===== src/inc/gpc_pkg.sv =====
package gpc_pkg;

  // Channel count and result widths
  localparam int unsigned NUM_CHAN     = 8;
  localparam int unsigned CHAN_W       = 3;
  localparam int unsigned COUNT_W      = 13;
  localparam int unsigned RESULT_W     = 16;
  localparam logic [COUNT_W-1:0] COUNT_MAX = 13'h1FFF;
  localparam logic [COUNT_W-1:0] COUNT_RST = 13'h0000;

  // Timing reference and refresh figures
  localparam int unsigned CLK_HZ       = 20_000_000;
  localparam int unsigned FRAME_HZ     = 90;
  localparam int unsigned SLOT_CYC_DEF = CLK_HZ / (FRAME_HZ * NUM_CHAN);
  localparam int unsigned DISCH_US     = 100;
  localparam int unsigned DISCH_CYC    = (DISCH_US * (CLK_HZ / 1_000_000) > 0) ?
                                         DISCH_US * (CLK_HZ / 1_000_000) : 1;
  localparam int unsigned SLOT_W       = 16;

  // Legacy register field positions
  localparam int unsigned LEG_AXIS_LSB = 0;
  localparam int unsigned LEG_BTN_LSB  = 4;
  localparam int unsigned LEG_FIELD_W  = 4;

  typedef enum logic [1:0] {
    GPC_DISCH,
    GPC_COUNT,
    GPC_IDLE
  } gpc_state_t;

  typedef struct packed {
    logic               analog;
    logic               pressed;
    logic [COUNT_W-1:0] count;
  } gpc_result_t;

  localparam gpc_result_t RESULT_RST = '{analog: 1'b0, pressed: 1'b0, count: COUNT_RST};

endpackage : gpc_pkg


===== src/design/gpc_capture.sv =====
`timescale 1ns/1ps
module gpc_capture
  import gpc_pkg::*;
#(
  parameter int unsigned SLOT_CYC = SLOT_CYC_DEF
) (
  // Clock, reset, enable
  input  wire logic                mclk_i,
  input  wire logic                reset_n_i,
  input  wire logic                clk_en_i,
  // Game channel pins and timing capacitor
  input  wire logic [NUM_CHAN-1:0] game_channel_pins_i,
  input  wire logic                timing_cap_pos_i,
  output logic                     timing_cap_pos_o,
  output logic                     timing_cap_pos_oe_o,
  output logic [CHAN_W-1:0]        chan_sel_o,
  // Legacy polled port
  input  wire logic                legacy_wr_i,
  output logic [7:0]               legacy_rd_data_o,
  // High-precision port
  input  wire logic [CHAN_W-1:0]   hp_sel_i,
  output logic [RESULT_W-1:0]      hp_value_o,
  output logic [NUM_CHAN-1:0]      hp_is_analog_o
);

  // Pin synchronisers
  logic [NUM_CHAN-1:0] pin_m_r;
  logic [NUM_CHAN-1:0] pin_s_r;
  logic                cap_m_r;
  logic                cap_s_r;

  always_ff @(posedge mclk_i) begin
    if (!reset_n_i) begin
      pin_m_r <= '1;
      pin_s_r <= '1;
      cap_m_r <= 1'b0;
      cap_s_r <= 1'b0;
    end else if (clk_en_i) begin
      pin_m_r <= game_channel_pins_i;
      pin_s_r <= pin_m_r;
      cap_m_r <= timing_cap_pos_i;
      cap_s_r <= cap_m_r;
    end
  end

  // Capture sequencer
  gpc_state_t          state_r, state_nxt;
  logic [SLOT_W-1:0]   slot_r, slot_nxt;
  logic [COUNT_W-1:0]  cnt_r, cnt_nxt;
  logic [CHAN_W-1:0]   chan_r, chan_nxt;
  gpc_result_t         res_r [NUM_CHAN];
  gpc_result_t         res_nxt [NUM_CHAN];
  logic                slot_end;

  assign slot_end = (slot_r == SLOT_W'(SLOT_CYC - 1));

  always_comb begin
    state_nxt = state_r;
    slot_nxt  = slot_end ? '0 : slot_r + 1'b1;
    cnt_nxt   = cnt_r;
    chan_nxt  = chan_r;
    res_nxt   = res_r;
    case (state_r)
      GPC_DISCH: begin
        cnt_nxt = COUNT_RST;
        if (slot_r == SLOT_W'(DISCH_CYC - 1)) begin
          state_nxt = GPC_COUNT;
        end
      end
      GPC_COUNT: begin
        if (cap_s_r) begin
          res_nxt[chan_r].analog = 1'b1;
          res_nxt[chan_r].count  = cnt_r;
          state_nxt              = GPC_IDLE;
        end else if (cnt_r == COUNT_MAX) begin
          res_nxt[chan_r].analog  = 1'b0;
          res_nxt[chan_r].pressed = ~pin_s_r[chan_r];
          state_nxt               = GPC_IDLE;
        end else begin
          cnt_nxt = cnt_r + 1'b1;
        end
      end
      GPC_IDLE: begin
        state_nxt = GPC_IDLE;
      end
      default: begin
        state_nxt = GPC_DISCH;
      end
    endcase
    if (slot_end) begin
      state_nxt = GPC_DISCH;
      chan_nxt  = chan_r + 1'b1;
    end
  end

  always_ff @(posedge mclk_i) begin
    if (!reset_n_i) begin
      state_r <= GPC_DISCH;
      slot_r  <= '0;
      cnt_r   <= COUNT_RST;
      chan_r  <= '0;
      for (int i = 0; i < NUM_CHAN; i++) begin
        res_r[i] <= RESULT_RST;
      end
    end else if (clk_en_i) begin
      state_r <= state_nxt;
      slot_r  <= slot_nxt;
      cnt_r   <= cnt_nxt;
      chan_r  <= chan_nxt;
      res_r   <= res_nxt;
    end
  end

  assign timing_cap_pos_o    = 1'b0;
  assign timing_cap_pos_oe_o = (state_r == GPC_DISCH);
  assign chan_sel_o          = chan_r;

  // Legacy one-shot timer and high-precision read
  logic                leg_act_r, leg_act_nxt;
  logic [COUNT_W-1:0]  leg_cnt_r, leg_cnt_nxt;
  logic [7:0]          leg_data_r, leg_data_nxt;
  logic [RESULT_W-1:0] hp_val_r, hp_val_nxt;
  logic [NUM_CHAN-1:0] hp_ana_r, hp_ana_nxt;

  always_comb begin
    leg_act_nxt = leg_act_r;
    leg_cnt_nxt = leg_cnt_r;
    if (legacy_wr_i) begin
      leg_act_nxt = 1'b1;
      leg_cnt_nxt = COUNT_RST;
    end else if (leg_act_r) begin
      if (leg_cnt_r == COUNT_MAX) begin
        leg_act_nxt = 1'b0;
      end else begin
        leg_cnt_nxt = leg_cnt_r + 1'b1;
      end
    end
    leg_data_nxt = 8'h00;
    for (int i = 0; i < LEG_FIELD_W; i++) begin
      leg_data_nxt[LEG_AXIS_LSB + i] = leg_act_r && (leg_cnt_r < res_r[i].count);
      leg_data_nxt[LEG_BTN_LSB + i]  = ~res_r[LEG_FIELD_W + i].pressed;
    end
    hp_val_nxt = {{(RESULT_W - COUNT_W){1'b0}}, res_r[hp_sel_i].count};
    for (int i = 0; i < NUM_CHAN; i++) begin
      hp_ana_nxt[i] = res_r[i].analog;
    end
  end

  always_ff @(posedge mclk_i) begin
    if (!reset_n_i) begin
      leg_act_r  <= 1'b0;
      leg_cnt_r  <= COUNT_RST;
      leg_data_r <= 8'hF0;
      hp_val_r   <= '0;
      hp_ana_r   <= '0;
    end else if (clk_en_i) begin
      leg_act_r  <= leg_act_nxt;
      leg_cnt_r  <= leg_cnt_nxt;
      leg_data_r <= leg_data_nxt;
      hp_val_r   <= hp_val_nxt;
      hp_ana_r   <= hp_ana_nxt;
    end
  end

  assign legacy_rd_data_o = leg_data_r;
  assign hp_value_o       = hp_val_r;
  assign hp_is_analog_o   = hp_ana_r;

  a_disch_drive: assert property (@(posedge mclk_i) disable iff (!reset_n_i)
    (slot_r < SLOT_W'(DISCH_CYC)) |-> (timing_cap_pos_oe_o && !timing_cap_pos_o))
    else $error("capacitor not discharged");

  a_count_sat: assert property (@(posedge mclk_i) disable iff (!reset_n_i)
    (clk_en_i && state_r == GPC_COUNT && cnt_r == COUNT_MAX && !slot_end)
    |=> (state_r == GPC_IDLE && cnt_r == COUNT_MAX))
    else $error("count did not stop at maximum");

  a_trip_analog: assert property (@(posedge mclk_i) disable iff (!reset_n_i)
    (clk_en_i && state_r == GPC_COUNT && cap_s_r && !slot_end)
    |=> (res_r[chan_r].analog && res_r[chan_r].count == $past(cnt_r)))
    else $error("trip not stored as analog count");

  a_timeout_dig: assert property (@(posedge mclk_i) disable iff (!reset_n_i)
    (clk_en_i && state_r == GPC_COUNT && !cap_s_r && cnt_r == COUNT_MAX && !slot_end)
    |=> !res_r[chan_r].analog)
    else $error("timeout not marked digital");

  a_press_level: assert property (@(posedge mclk_i) disable iff (!reset_n_i)
    (clk_en_i && state_r == GPC_COUNT && !cap_s_r && cnt_r == COUNT_MAX && !slot_end)
    |=> (res_r[chan_r].pressed == !$past(pin_s_r[chan_r])))
    else $error("switch level wrong");

  a_chan_next: assert property (@(posedge mclk_i) disable iff (!reset_n_i)
    (clk_en_i && slot_end) |=> (chan_r == CHAN_W'($past(chan_r) + 1) && state_r == GPC_DISCH))
    else $error("channel did not advance");

  a_slot_bound: assert property (@(posedge mclk_i) disable iff (!reset_n_i)
    slot_r < SLOT_W'(SLOT_CYC))
    else $error("slot counter out of range");

  a_hp_value: assert property (@(posedge mclk_i) disable iff (!reset_n_i)
    clk_en_i |=> (hp_value_o[RESULT_W-1:COUNT_W] == '0 &&
                  hp_value_o[COUNT_W-1:0] == $past(res_r[hp_sel_i].count)))
    else $error("result value or upper bits wrong");

  a_leg_start: assert property (@(posedge mclk_i) disable iff (!reset_n_i)
    (clk_en_i && legacy_wr_i) |=> (leg_act_r && leg_cnt_r == COUNT_RST))
    else $error("legacy one-shot not started");

endmodule : gpc_capture


===== config.mk =====
export PLATFORM = sky130hd
export DESIGN_NAME = gpc_capture
export DESIGN_NICKNAME = d
export VERILOG_FILES = /design/src/inc/gpc_pkg.sv /design/src/design/gpc_capture.sv
export SDC_FILE = /design/constraint.sdc
export NUM_CORES = 1
export LEC_CHECK = 0
export BUFFER_PORTS_ARGS = -buffer_cell sky130_fd_sc_hd__clkbuf_2
export CORE_UTILIZATION = 40
export CTS_CLUSTER_DIAMETER = 50
export DETAILED_ROUTE_END_ITERATION = 8
export PLACE_DENSITY = 0.68
export SLEW_MARGIN = 20
export SYNTH_ARGS = -nofsm -noshare
export SYNTH_HDL_FRONTEND = slang
export SYNTH_SLANG_ARGS = --single-unit

===== constraint.sdc =====
create_clock -name mclk_i -period 1.9 [get_ports mclk_i]
set_input_delay 0.19 -clock mclk_i [delete_from_list [all_inputs] [get_ports mclk_i]]
set_output_delay 0.19 -clock mclk_i [all_outputs]
set_load 0.05 [all_outputs]

==> flow_summary_export.csv, run 1 <==
group,metric,value,unit
run_status,outcome,"complete, no violations",
grt,grt_overflow,0,
hold_path,hp-class,"in -> reg",
logic_synthesis,synth_ff_type,"dfxtp_1",
cells_and_area,multi_input_area,5715,um^2
sta,whs,0.05043,ns
routing,drcViolationCount,0,
grt,grt_max_degree,50,
logic_synthesis,synth_top_area_share,0.4047,
sta,hold_viol,0,
routing,via_per_inst,5.422,
routing,drt_wl_total,28.40,mm
logic_synthesis,async_reset_ff_frac,0,
logic_synthesis,ys_ff_latch,211,
sta,skew,0.02082,ns
routing,vias,8974,
cts,cts_buffers,25,
cts,htree_levels,1,
cells_and_area,utilization,0.4971,
sta,max_clock_freq,0.5330,GHz
sta,tightestPinTransition,0.5258,ns
cells_and_area,fillerInstances,2343,
sta,finalMaxSlewViolations,0,
routing,first_iter_violations,743,
critical_path,critical_path.startpoint,"cnt_r[0]",
critical_path,critPathArrivalTime,2.33,ns
logic_synthesis,yosysTopAreaCell,"dfxtp_1",
critical_path,r2r_end,"cnt_r[10]",
critical_path,crit_required,2.35,ns
grt,grt_pass1_vias,8478,
cts,clockRootBuffer,"clkbuf_16",
grt,antenna_found_initial,0,
cts,cts_tree,"done",
logic_synthesis,avgSynthCellArea,8.620,um^2
critical_path,end_kind,"flop",
power,combPwrFrac,0.050,
power,p_per_area,757.5,nW/um^2
sta,finalSetupViolations,0,
critical_path,worstSetupPathType,"reg -> reg",
critical_path,ff2ff_path_depth,8,
logic_synthesis,ys_types,63,
floorplan,fp.dieArea,26750,um^2
critical_path,reg2reg_slack,0.02,ns
power,p_seq_frac,0.470,
placed_design,port_buffers,48,
critical_path,rr_startpoint,"cnt_r[0]",
power,p_leak,4.794,nW
sta,finalCritPeriodShare,0.9875,
cells_and_area,syn_to_final_growth,20.95,%
sta,min_period,1.876,ns
cts,clockBufferDepth,3,
critical_path,crit_fanout,7,
routing,ant_nets,0,
floorplan,die_w,163.5,um
floorplan,fp.dieH,163.5,um
critical_path,cp-start-kind,"flop",
cts,clkTransAtPathRegs,0.06,ns
floorplan,num_io_pins,53,
grt,grt_pass1_wl,45.02,mm
logic_synthesis,synth_edf_count,0,
floorplan,core_area,25400,um^2
power,switching_share,0.2393,
cells_and_area,layout-drive-gt1-share,0.1887,
power,irDropWorstVdd,0.0008139,V
floorplan,num_rows,58,
logic_synthesis,synthesis.area,10440,um^2
logic_synthesis,synthTopCellsByCount,"nand2_1, dfxtp_1, a21oi_1",
grt,gr-usage-all-layers,0.2127,
job,max-cap-violations,0,
floorplan,initial_core_util,0.4110,
logic_synthesis,seq_area_frac_synth,0.4047,
cts,clkSinkCount,211,
logic_synthesis,synth_area_leaders,"dfxtp_1, nand2_1, mux2i_1, ha_1, mux4_2",
routing,route.detailed.wl_per_inst,17.16,um
cells_and_area,regArea,4232,um^2
sta,fin_tns_setup,0,ns
placed_design,dp_hpwl,18.94,mm
placed_design,routabilityCongestion,0.8717,
power,switchingPower,2.288,mW
cts,clk_latency,0.53,ns
logic_synthesis,synth_warnings,0,
sta,relSlewSlack,0.6495,
logic_synthesis,netlist_instances,1211,
power,power.share.clock,0.481,
sta,rsz0062_at_grt,"yes",
routing,dr.pass1.iters,5,
critical_path,critical_path.endpoint,"cnt_r[10]",
cells_and_area,antenna_cells,0,
logic_synthesis,yosysMostFrequentCell,"nand2_1",
power,internal_power,7.276,mW
cells_and_area,nets,1378,
sequential cells by signal (all words and copies together) (netlist names), 2 cells and up:
register,count
chan_sel_o,3
cnt_r,13
hp_ana_nxt,8
hp_is_analog_o,8
hp_value_o,13
leg_cnt_r,13
legacy_rd_data_o,8
pin_m_r,8
pin_s_r,8
res_r,108
slot_r,16
state_r,2
layout by cell type (no fill, tap or decap), drive strengths merged, types with 3 or more instances in the layout:
cell / n
nand2: 227
dfxtp: 211
a21oi: 114
buf: 91
nor2: 88
clkbuf: 81
inv: 75
mux2i: 71
ha: 55
o21ai: 35
nand3: 30
mux4: 26
nor3: 15
a211oi: 14
a21o: 13
nor2b: 12
nand4: 11
and3: 11
o22ai: 10
xnor2: 10
dlygate4sd3: 9
o21a: 8
nand2b: 8
a31oi: 7
nand3b: 7
and2: 7
or3b: 6
xor2: 6
and4: 6
or3: 5
nor4: 5
o211ai: 4
a41oi: 4
o221ai: 4
conb: 4
or4: 4
clkinv: 4
a32o: 3
clkinvlp: 3
layout make-up:
class,count,area share
Multi-Input combinational cell,851,0.4527
Sequential cell,211,0.3351
Timing Repair Buffer,148,0.09523
Clock buffer,33,0.05589
Tap cell,330,0.03270
Inverter,70,0.02101
Clock inverter,12,0.007333
worst max-delay path: stages (launching register included):
cell	delay (ns)
dfxtp_1	0.33
ha_2	0.19
and3_4	0.22
nand2_4	0.06
buf_6	0.14
buf_4	0.14
nor3_4	0.12
or3b_2	0.47
a21oi_2	0.13
metrics by stage:
step                      power, mW  instances  worst slack [ns]  instance area, um^2
after floorplan               4.915       1214           0.01695                10470
after global placement        5.034       1592           -0.3162                11550
after detailed placement      5.040       1592          -0.04801                11550
after CTS                     9.615       1647          -0.03768                12450
after global routing          9.888       1655          -0.05913                12630
final                         9.564       1655           0.02374                12630
power by group through the flow:
stage	sequential, mW	combinational, mW	clock, mW
6_report	4.49	0.477	4.60
5_1_grt	4.49	0.512	4.88
4_1_cts	4.49	0.469	4.66
3_5_place_dp	4.59	0.453	0
3_3_place_gp	4.59	0.448	0
2_1_floorplan	4.63	0.286	0
logic make-up (layout without fill, tap and decap cells):
logic type	after synthesis	in the layout	share of synthesized area
multiplexers	97	97	0.1242
flip-flops	211	211	0.4047
AND/OR/NAND/NOR	449	449	0.1996
XOR/XNOR	16	16	0.01342
buffers and inverters	152	263	0.06077
adder cells (fa/ha/maj)	55	55	0.06592
AO/OA/AOI/OAI	230	230	0.1311
other	1	4	0.0003592
worst min path at each step:
stage / start / endpoint / slack [ns] / cells past startpoint
floorplan: game_channel_pins_i[0] / pin_m_r[0] / 0.32 / 2
global placement: game_channel_pins_i[3] / pin_m_r[3] / 0.40 / 3
detailed placement: game_channel_pins_i[6] / pin_m_r[6] / 0.41 / 3
CTS: legacy_wr_i / leg_cnt_r[12] / 0.03 / 4
global route: legacy_wr_i / leg_cnt_r[12] / 0.06 / 4
finish: legacy_wr_i / leg_cnt_r[12] / 0.05 / 4
metal layers:
layer,up-vias,track usage,wire (um)
met5,-,0,0
met1,4279,0.2858,12650
met3,33,0.03428,1840
met2,271,0.3540,13530
li1,4391,-,-
met4,0,0.05177,369
what timing repair did:
action                                  4_1_cts  5_1_grt
endpoints found under the setup margin        7       93
resized for setup                             0       36
gates cloned                                  0        1
hold endpoints to repair                      9        0
pin swaps                                     2       13
hold buffers                                  9        0
buffers inserted                              1        7
(Power assumes the default switching activity.)
==> inputs of run 2 (changes only) <==
--- a/config.mk
+++ b/config.mk
@@ -10,6 +10,7 @@
 export CTS_CLUSTER_DIAMETER = 50
 export DETAILED_ROUTE_END_ITERATION = 8
 export PLACE_DENSITY = 0.68
+export REMOVE_ABC_BUFFERS = 1
 export SLEW_MARGIN = 20
 export SYNTH_ARGS = -nofsm -noshare
 export SYNTH_HDL_FRONTEND = slang
==> constraint.sdc (replaced) <==
create_clock -name mclk_i -period 1.55 [get_ports mclk_i]
set_input_delay 0.155 -clock mclk_i [delete_from_list [all_inputs] [get_ports mclk_i]]
set_output_delay 0.155 -clock mclk_i [all_outputs]
set_load 0.05 [all_outputs]
==> run 2 against run 1 <==
Compared with the run above: the flow now finishes with violations (negative setup slack); register-to-register slack got worse by 0.26 ns; via count rose by 8.4%; fmax rose by 4.8%; design area rose by 17%; critical path depth did not move; sequential power rose by 22%; global-route usage rose by 0.69 points; sequential share of layout area fell by 4.7 points; clock power rose by 45%; setup slack got worse by 0.26 ns; critical path type unchanged; largest cell class unchanged; largest power group unchanged.
==> flow_summary_export.csv, run 2 (same netlist as run 1, synthesis figures left out) <==
group,metric,value,unit
run_status,outcome,"finished with violations",
run_status,violations,"negative setup slack",
sta,finalCritPeriodShare,1.155,
critical_path,crit_buf_inv,2,
job,max-cap-violations,0,
grt,grt_max_degree,67,
cts,clockRootBuffer,"clkbuf_16",
routing,first_iter_violations,688,
critical_path,cp-start-kind,"flop",
power,p_per_area,872.6,nW/um^2
floorplan,num_io_pins,53,
cells_and_area,max_flop_register,"res_r",
floorplan,die_w,163.5,um
floorplan,fp.dieArea,26750,um^2
cts,clkSinkCount,211,
cts,clockBufferDepth,3,
sta,skew,0.01808,ns
sta,min_period,1.791,ns
routing,vias,9727,
cells_and_area,syn_to_final_growth,41.47,%
cells_and_area,layout_commonest_cell,"dfxtp_1",
floorplan,initial_core_util,0.4110,
grt,grt_overflow,0,
critical_path,crit_fanout,6,
sta,max_clock_freq,0.5584,GHz
placed_design,port_buffers,48,
routing,drt_wl_total,31.84,mm
cts,cts_tree,"done",
routing,via_per_inst,5.536,
floorplan,fp.dieH,163.5,um
hold_path,hp-class,"in -> reg",
critical_path,cp_slowest_cell,"or4_4",
critical_path,path_delay_family,"simple AND/OR/NAND/NOR gates",
cts,clk_latency,0.55,ns
placed_design,routabilityCongestion,0.8300,
sta,rsz0062_at_grt,"yes",
critical_path,cp_cell_sequence,"inv_2 -> ha_4 -> nor2b_4 -> o21a_1 -> o211ai_1 -> buf_4 -> or4_4 -> o21ai_2",
floorplan,core_area,25400,um^2
sta,layout_setup_ws,-0.2410,ns
placed_design,dp_hpwl,19.16,mm
sta,finalSetupViolations,156,
sta,fin_tns_setup,-13.17,ns
cells_and_area,largestRegisters,"res_r x108, slot_r x16",
routing,route.detailed.wl_per_inst,18.12,um
grt,antenna_found_initial,0,
cells_and_area,layout-drive-gt1-share,0.3532,
critical_path,crit_required,2.02,ns
critical_path,critPathMaxStageDelay,0.41,ns
cts,cts_buffers,28,
power,irDropWorstVdd,0.0009369,V
cts,htree_levels,1,
sta,finalMaxSlewViolations,0,
sta,relSlewSlack,0.6229,
power,power,12.89,mW
cells_and_area,layout_common_cells,"dfxtp_1, nand2_1, buf_4",
power,p_leak,6.038,nW
cells_and_area,largest_reg_flops,108,
routing,drcViolationCount,0,
sta,tightestPinTransition,0.5657,ns
routing,dr.pass1.iters,5,
critical_path,critPathArrivalTime,2.26,ns
routing,ant_nets,0,
critical_path,worstSetupPathType,"reg -> reg",
grt,grt_pass1_vias,9331,
cells_and_area,antenna_cells,0,
sta,hold_viol,0,
critical_path,end_kind,"flop",
cts,clkTransAtPathRegs,0.06,ns
grt,grt_pass1_wl,46.96,mm
floorplan,num_rows,58,
grt,gr-usage-all-layers,0.2196,
cells_and_area,nets,1476,
==> run 2: changes by cell type in the layout (fill, tap and decap cells not counted), sizes merged <==
cell / change
clkinvlp: -1
bufinv: +3
buf: +89
clkbuf: +10
dlygate4sd3: +2
clkinv: -1
==> run 2: tightest hold or removal path, delay by kind of cell <==
kind	cells	cell delay (ns)
AO/OA/AOI/OAI	1	0.06
AND/OR/NAND/NOR	1	0.13
buffers and inverters	1	0.19
==> run 2: worst paths after layout <==
path	start	endpoint	slack, ns	cells after the start
hold reg to reg	res_r[48]	res_r[48]	0.45	2
hold / removal	clk_en_i	hp_value_o[5]	0.05	3
setup / recovery	state_r[1]	cnt_r[3]	-0.24	8
setup reg to reg	state_r[1]	cnt_r[3]	-0.24	8
==> run 2: area by class of cell <==
cell class	count	area [um^2]
timing repair buffer	243	2232
multi-input combinational	851	6641
fill	2025	10630
inverter	70	265.3
clock inverter	13	173.9
tap	330	412.9
sequential	211	4249
clock buffer	39	793.3
==> run 2: power by group <==
part           internal (mW)  switching [mW]
sequential              5.47          0.0331
clock                   4.11            2.57
combinational          0.275           0.427
==> run 2: per-layer routing <==
layer / wire length (um) / global-route usage / share of wire / vias to the layer above
li1: - / - / - / 4606
met4: 1193 / 0.06313 / 0.037 / 0
met2: 15730 / 0.3939 / 0.49 / 313
met5: 0 / 0 / 0 / -
met3: 1763 / 0.02869 / 0.055 / 102
met1: 13150 / 0.2726 / 0.41 / 4706
==> run 2: what timing repair did <==
action | 4_1_cts | 5_1_grt
endpoints found under the hold margin | 11 | 0
hold buffers | 11 | 0
cloned | 1 | 6
resized for setup | 96 | 213
buffers inserted | 11 | 12
endpoints found under the setup margin | 168 | 168
pin swaps | 31 | 99
==> run 2: per-stage QoR <==
stage	cell area (um^2)	setup WS, ns	utilization	hold WS [ns]	std cells
floorplan	10080	-1.386	-	0.2169	1132
global placement	12190	-0.2817	0.4800	0.3688	1667
detailed placement	12190	-0.3250	0.4800	0.3762	1667
CTS	13720	-0.2164	0.5401	0.03110	1741
global route	14770	-0.3108	0.5814	0.07303	1757
finish	14770	-0.2410	0.5814	0.04761	1757
==> inputs of run 3 (changes only) <==
--- a/config.mk
+++ b/config.mk
@@ -6,9 +6,12 @@
 export NUM_CORES = 1
 export LEC_CHECK = 0
 export BUFFER_PORTS_ARGS = -buffer_cell sky130_fd_sc_hd__clkbuf_2
+export CAP_MARGIN = 25
 export CORE_UTILIZATION = 40
 export CTS_CLUSTER_DIAMETER = 50
 export DETAILED_ROUTE_END_ITERATION = 8
+export GPL_TIMING_DRIVEN = 0
+export HOLD_SLACK_MARGIN = 0.05
 export PLACE_DENSITY = 0.68
 export REMOVE_ABC_BUFFERS = 1
 export SLEW_MARGIN = 20
==> run 3 against run 2 <==
Compared with the run above: the run still ends with negative setup slack left; design area decreased by 7.0%; largest cell class unchanged; count of clock-buffer cells in the layout down 2; critical path type unchanged; fmax shrank 8.9%; combinational power is 14% lower; critical path depth shrank 1; total power is 4.2% lower.
==> flow_summary_export.csv, run 3 (same netlist as run 1, synthesis figures left out) <==
group,metric,value,unit
run_status,outcome,"finished with violations",
run_status,violations,"negative setup slack",
placed_design,dp_hpwl,16.88,mm
sta,relSlewSlack,0.3740,
cells_and_area,fillerInstances,2109,
critical_path,crit_fanout,6,
critical_path,crit_required,1.99,ns
cells_and_area,utilization,0.5405,
floorplan,num_rows,58,
routing,route.detailed.wl_per_inst,19.36,um
sta,finalCritPeriodShare,1.269,
cells_and_area,multi_input_area,6302,um^2
cts,htree_levels,1,
power,p_leak,5.128,nW
cells_and_area,nets,1398,
placed_design,place_inst,1519,
cells_and_area,stdcell_count,1675,
cells_and_area,antenna_cells,0,
grt,busiest_layer,"met2",
sta,whs,0.1321,ns
placed_design,port_buffers,48,
cells_and_area,largest_reg_flops,108,
grt,gr-usage-all-layers,0.2243,
sta,max_clock_freq,0.5085,GHz
grt,grt_pass1_vias,9097,
cts,clockBufferDepth,3,
cts,cts_buffers,26,
cts,clockRootBuffer,"clkbuf_16",
grt,antenna_found_initial,0,
cts,clk_latency,0.55,ns
placed_design,pre_cts_ws,-1.205,ns
floorplan,core_area,25400,um^2
placed_design,routabilityCongestion,0.8229,
sta,finalMaxSlewViolations,0,
placed_design,placedInstanceArea,10890,um^2
floorplan,fp.dieArea,26750,um^2
cells_and_area,layout_common_cells,"nand2_1, dfxtp_1, a21oi_1",
floorplan,die_w,163.5,um
sta,fin_tns_setup,-20.44,ns
cells_and_area,max_flop_register,"res_r",
grt,grt_use_met3,0.03352,
routing,vias,9566,
routing,drt_wl_total,32.43,mm
critical_path,cp-start-kind,"flop",
cells_and_area,regArea,4345,um^2
sta,hold_viol,0,
sta,tightestPinTransition,0.9389,ns
routing,drcViolationCount,0,
hold_path,hp-class,"in -> reg",
grt,grt_overflow,0,
cells_and_area,largestRegisters,"res_r x108, slot_r x16",
routing,via_per_inst,5.711,
routing,dr.pass1.iters,5,
sta,min_period,1.967,ns
cells_and_area,syn_to_final_growth,31.52,%
sta,skew,0.03382,ns
job,max-cap-violations,0,
floorplan,num_io_pins,53,
cts,clkSinkCount,211,
grt,grt_max_degree,105,
floorplan,fp.dieH,163.5,um
cells_and_area,layout-drive-gt1-share,0.2922,
cells_and_area,layout_commonest_cell,"nand2_1",
grt,grt_use_met2,0.3814,
floorplan,initial_core_util,0.4110,
grt,use_met1,0.2835,
sta,layout_setup_ws,-0.4166,ns
routing,first_iter_violations,999,
cells_and_area,finalInstanceArea,13730,um^2
grt,grt_pass1_wl,47.69,mm
critical_path,end_kind,"flop",
power,irDropWorstVdd,0.0008079,V
critical_path,critPathArrivalTime,2.41,ns
critical_path,worstSetupPathType,"reg -> reg",
sta,rsz0062_at_grt,"yes",
power,p_per_area,898.8,nW/um^2
power,power,12.34,mW
routing,ant_nets,0,
cts,cts_tree,"done",
sta,finalSetupViolations,164,
cts,clkTransAtPathRegs,0.07,ns
-- run 3: changes by cell type in the layout (fill, tap and decap cells not counted), moves of 12 or more --
cell     delta
buf_4      -79
nand2_1    +25
dfxtp_2    +14
a21oi_2    -45
nand2_2    +14
buf_12     -12
dfxtp_1    -35
dfxtp_4    +21
a21oi_1    +45
nand2_4    -40
-- run 3: layer usage --
layer,part of all wire,wire length (um)
met4,0.054,1753
met5,0,0
met2,0.48,15530
met1,0.40,13040
met3,0.065,2101
-- run 3: area by class of cell --
| cell class | instances | area share |
|---|---|---|
| clock buffers | 37 | 0.05331 |
| inverters | 70 | 0.01968 |
| well taps | 330 | 0.03007 |
| clock inverters | 9 | 0.01039 |
| flip-flops and latches | 211 | 0.3165 |
| repair buffers | 162 | 0.1110 |
| multi-input cells | 856 | 0.4590 |
-- run 3: worst paths after layout --
| path | from | slack [ns] | depth (start not counted) | end |
|---|---|---|---|---|
| max | cnt_r[0] | -0.42 | 7 | cnt_r[10] |
| max reg2reg | cnt_r[0] | -0.42 | 7 | cnt_r[10] |
| min | reset_n_i | 0.13 | 2 | pin_m_r[6] |
| min reg2reg | res_r[50] | 0.45 | 2 | res_r[50] |
-- run 3: timing repair --
| item | CTS | global route |
|---|---|---|
| resized for setup | 184 | 107 |
| hold buffers | 9 | 0 |
| endpoints found under the setup margin | 173 | 170 |
| pin swaps | 38 | 33 |
| hold endpoints to repair | 9 | 0 |
| cloned | 4 | 6 |
| setup buffers | 61 | 33 |
-- run 3: worst max-delay path: stages (launching register included) --
cell and delay (ns):
dfxtp_4 0.37, ha_4 0.13, and3_4 0.21, nand2_4 0.09
buf_6 0.14, nor3_2 0.22, or3b_4 0.41, a21oi_1 0.28
-- run 3: where the power goes --
part / switching (mW) / internal (mW)
Combinational: 0.392 / 0.215
Clock: 2.47 / 3.79
Sequential: 0.0331 / 5.43
Total: 2.90 / 9.44
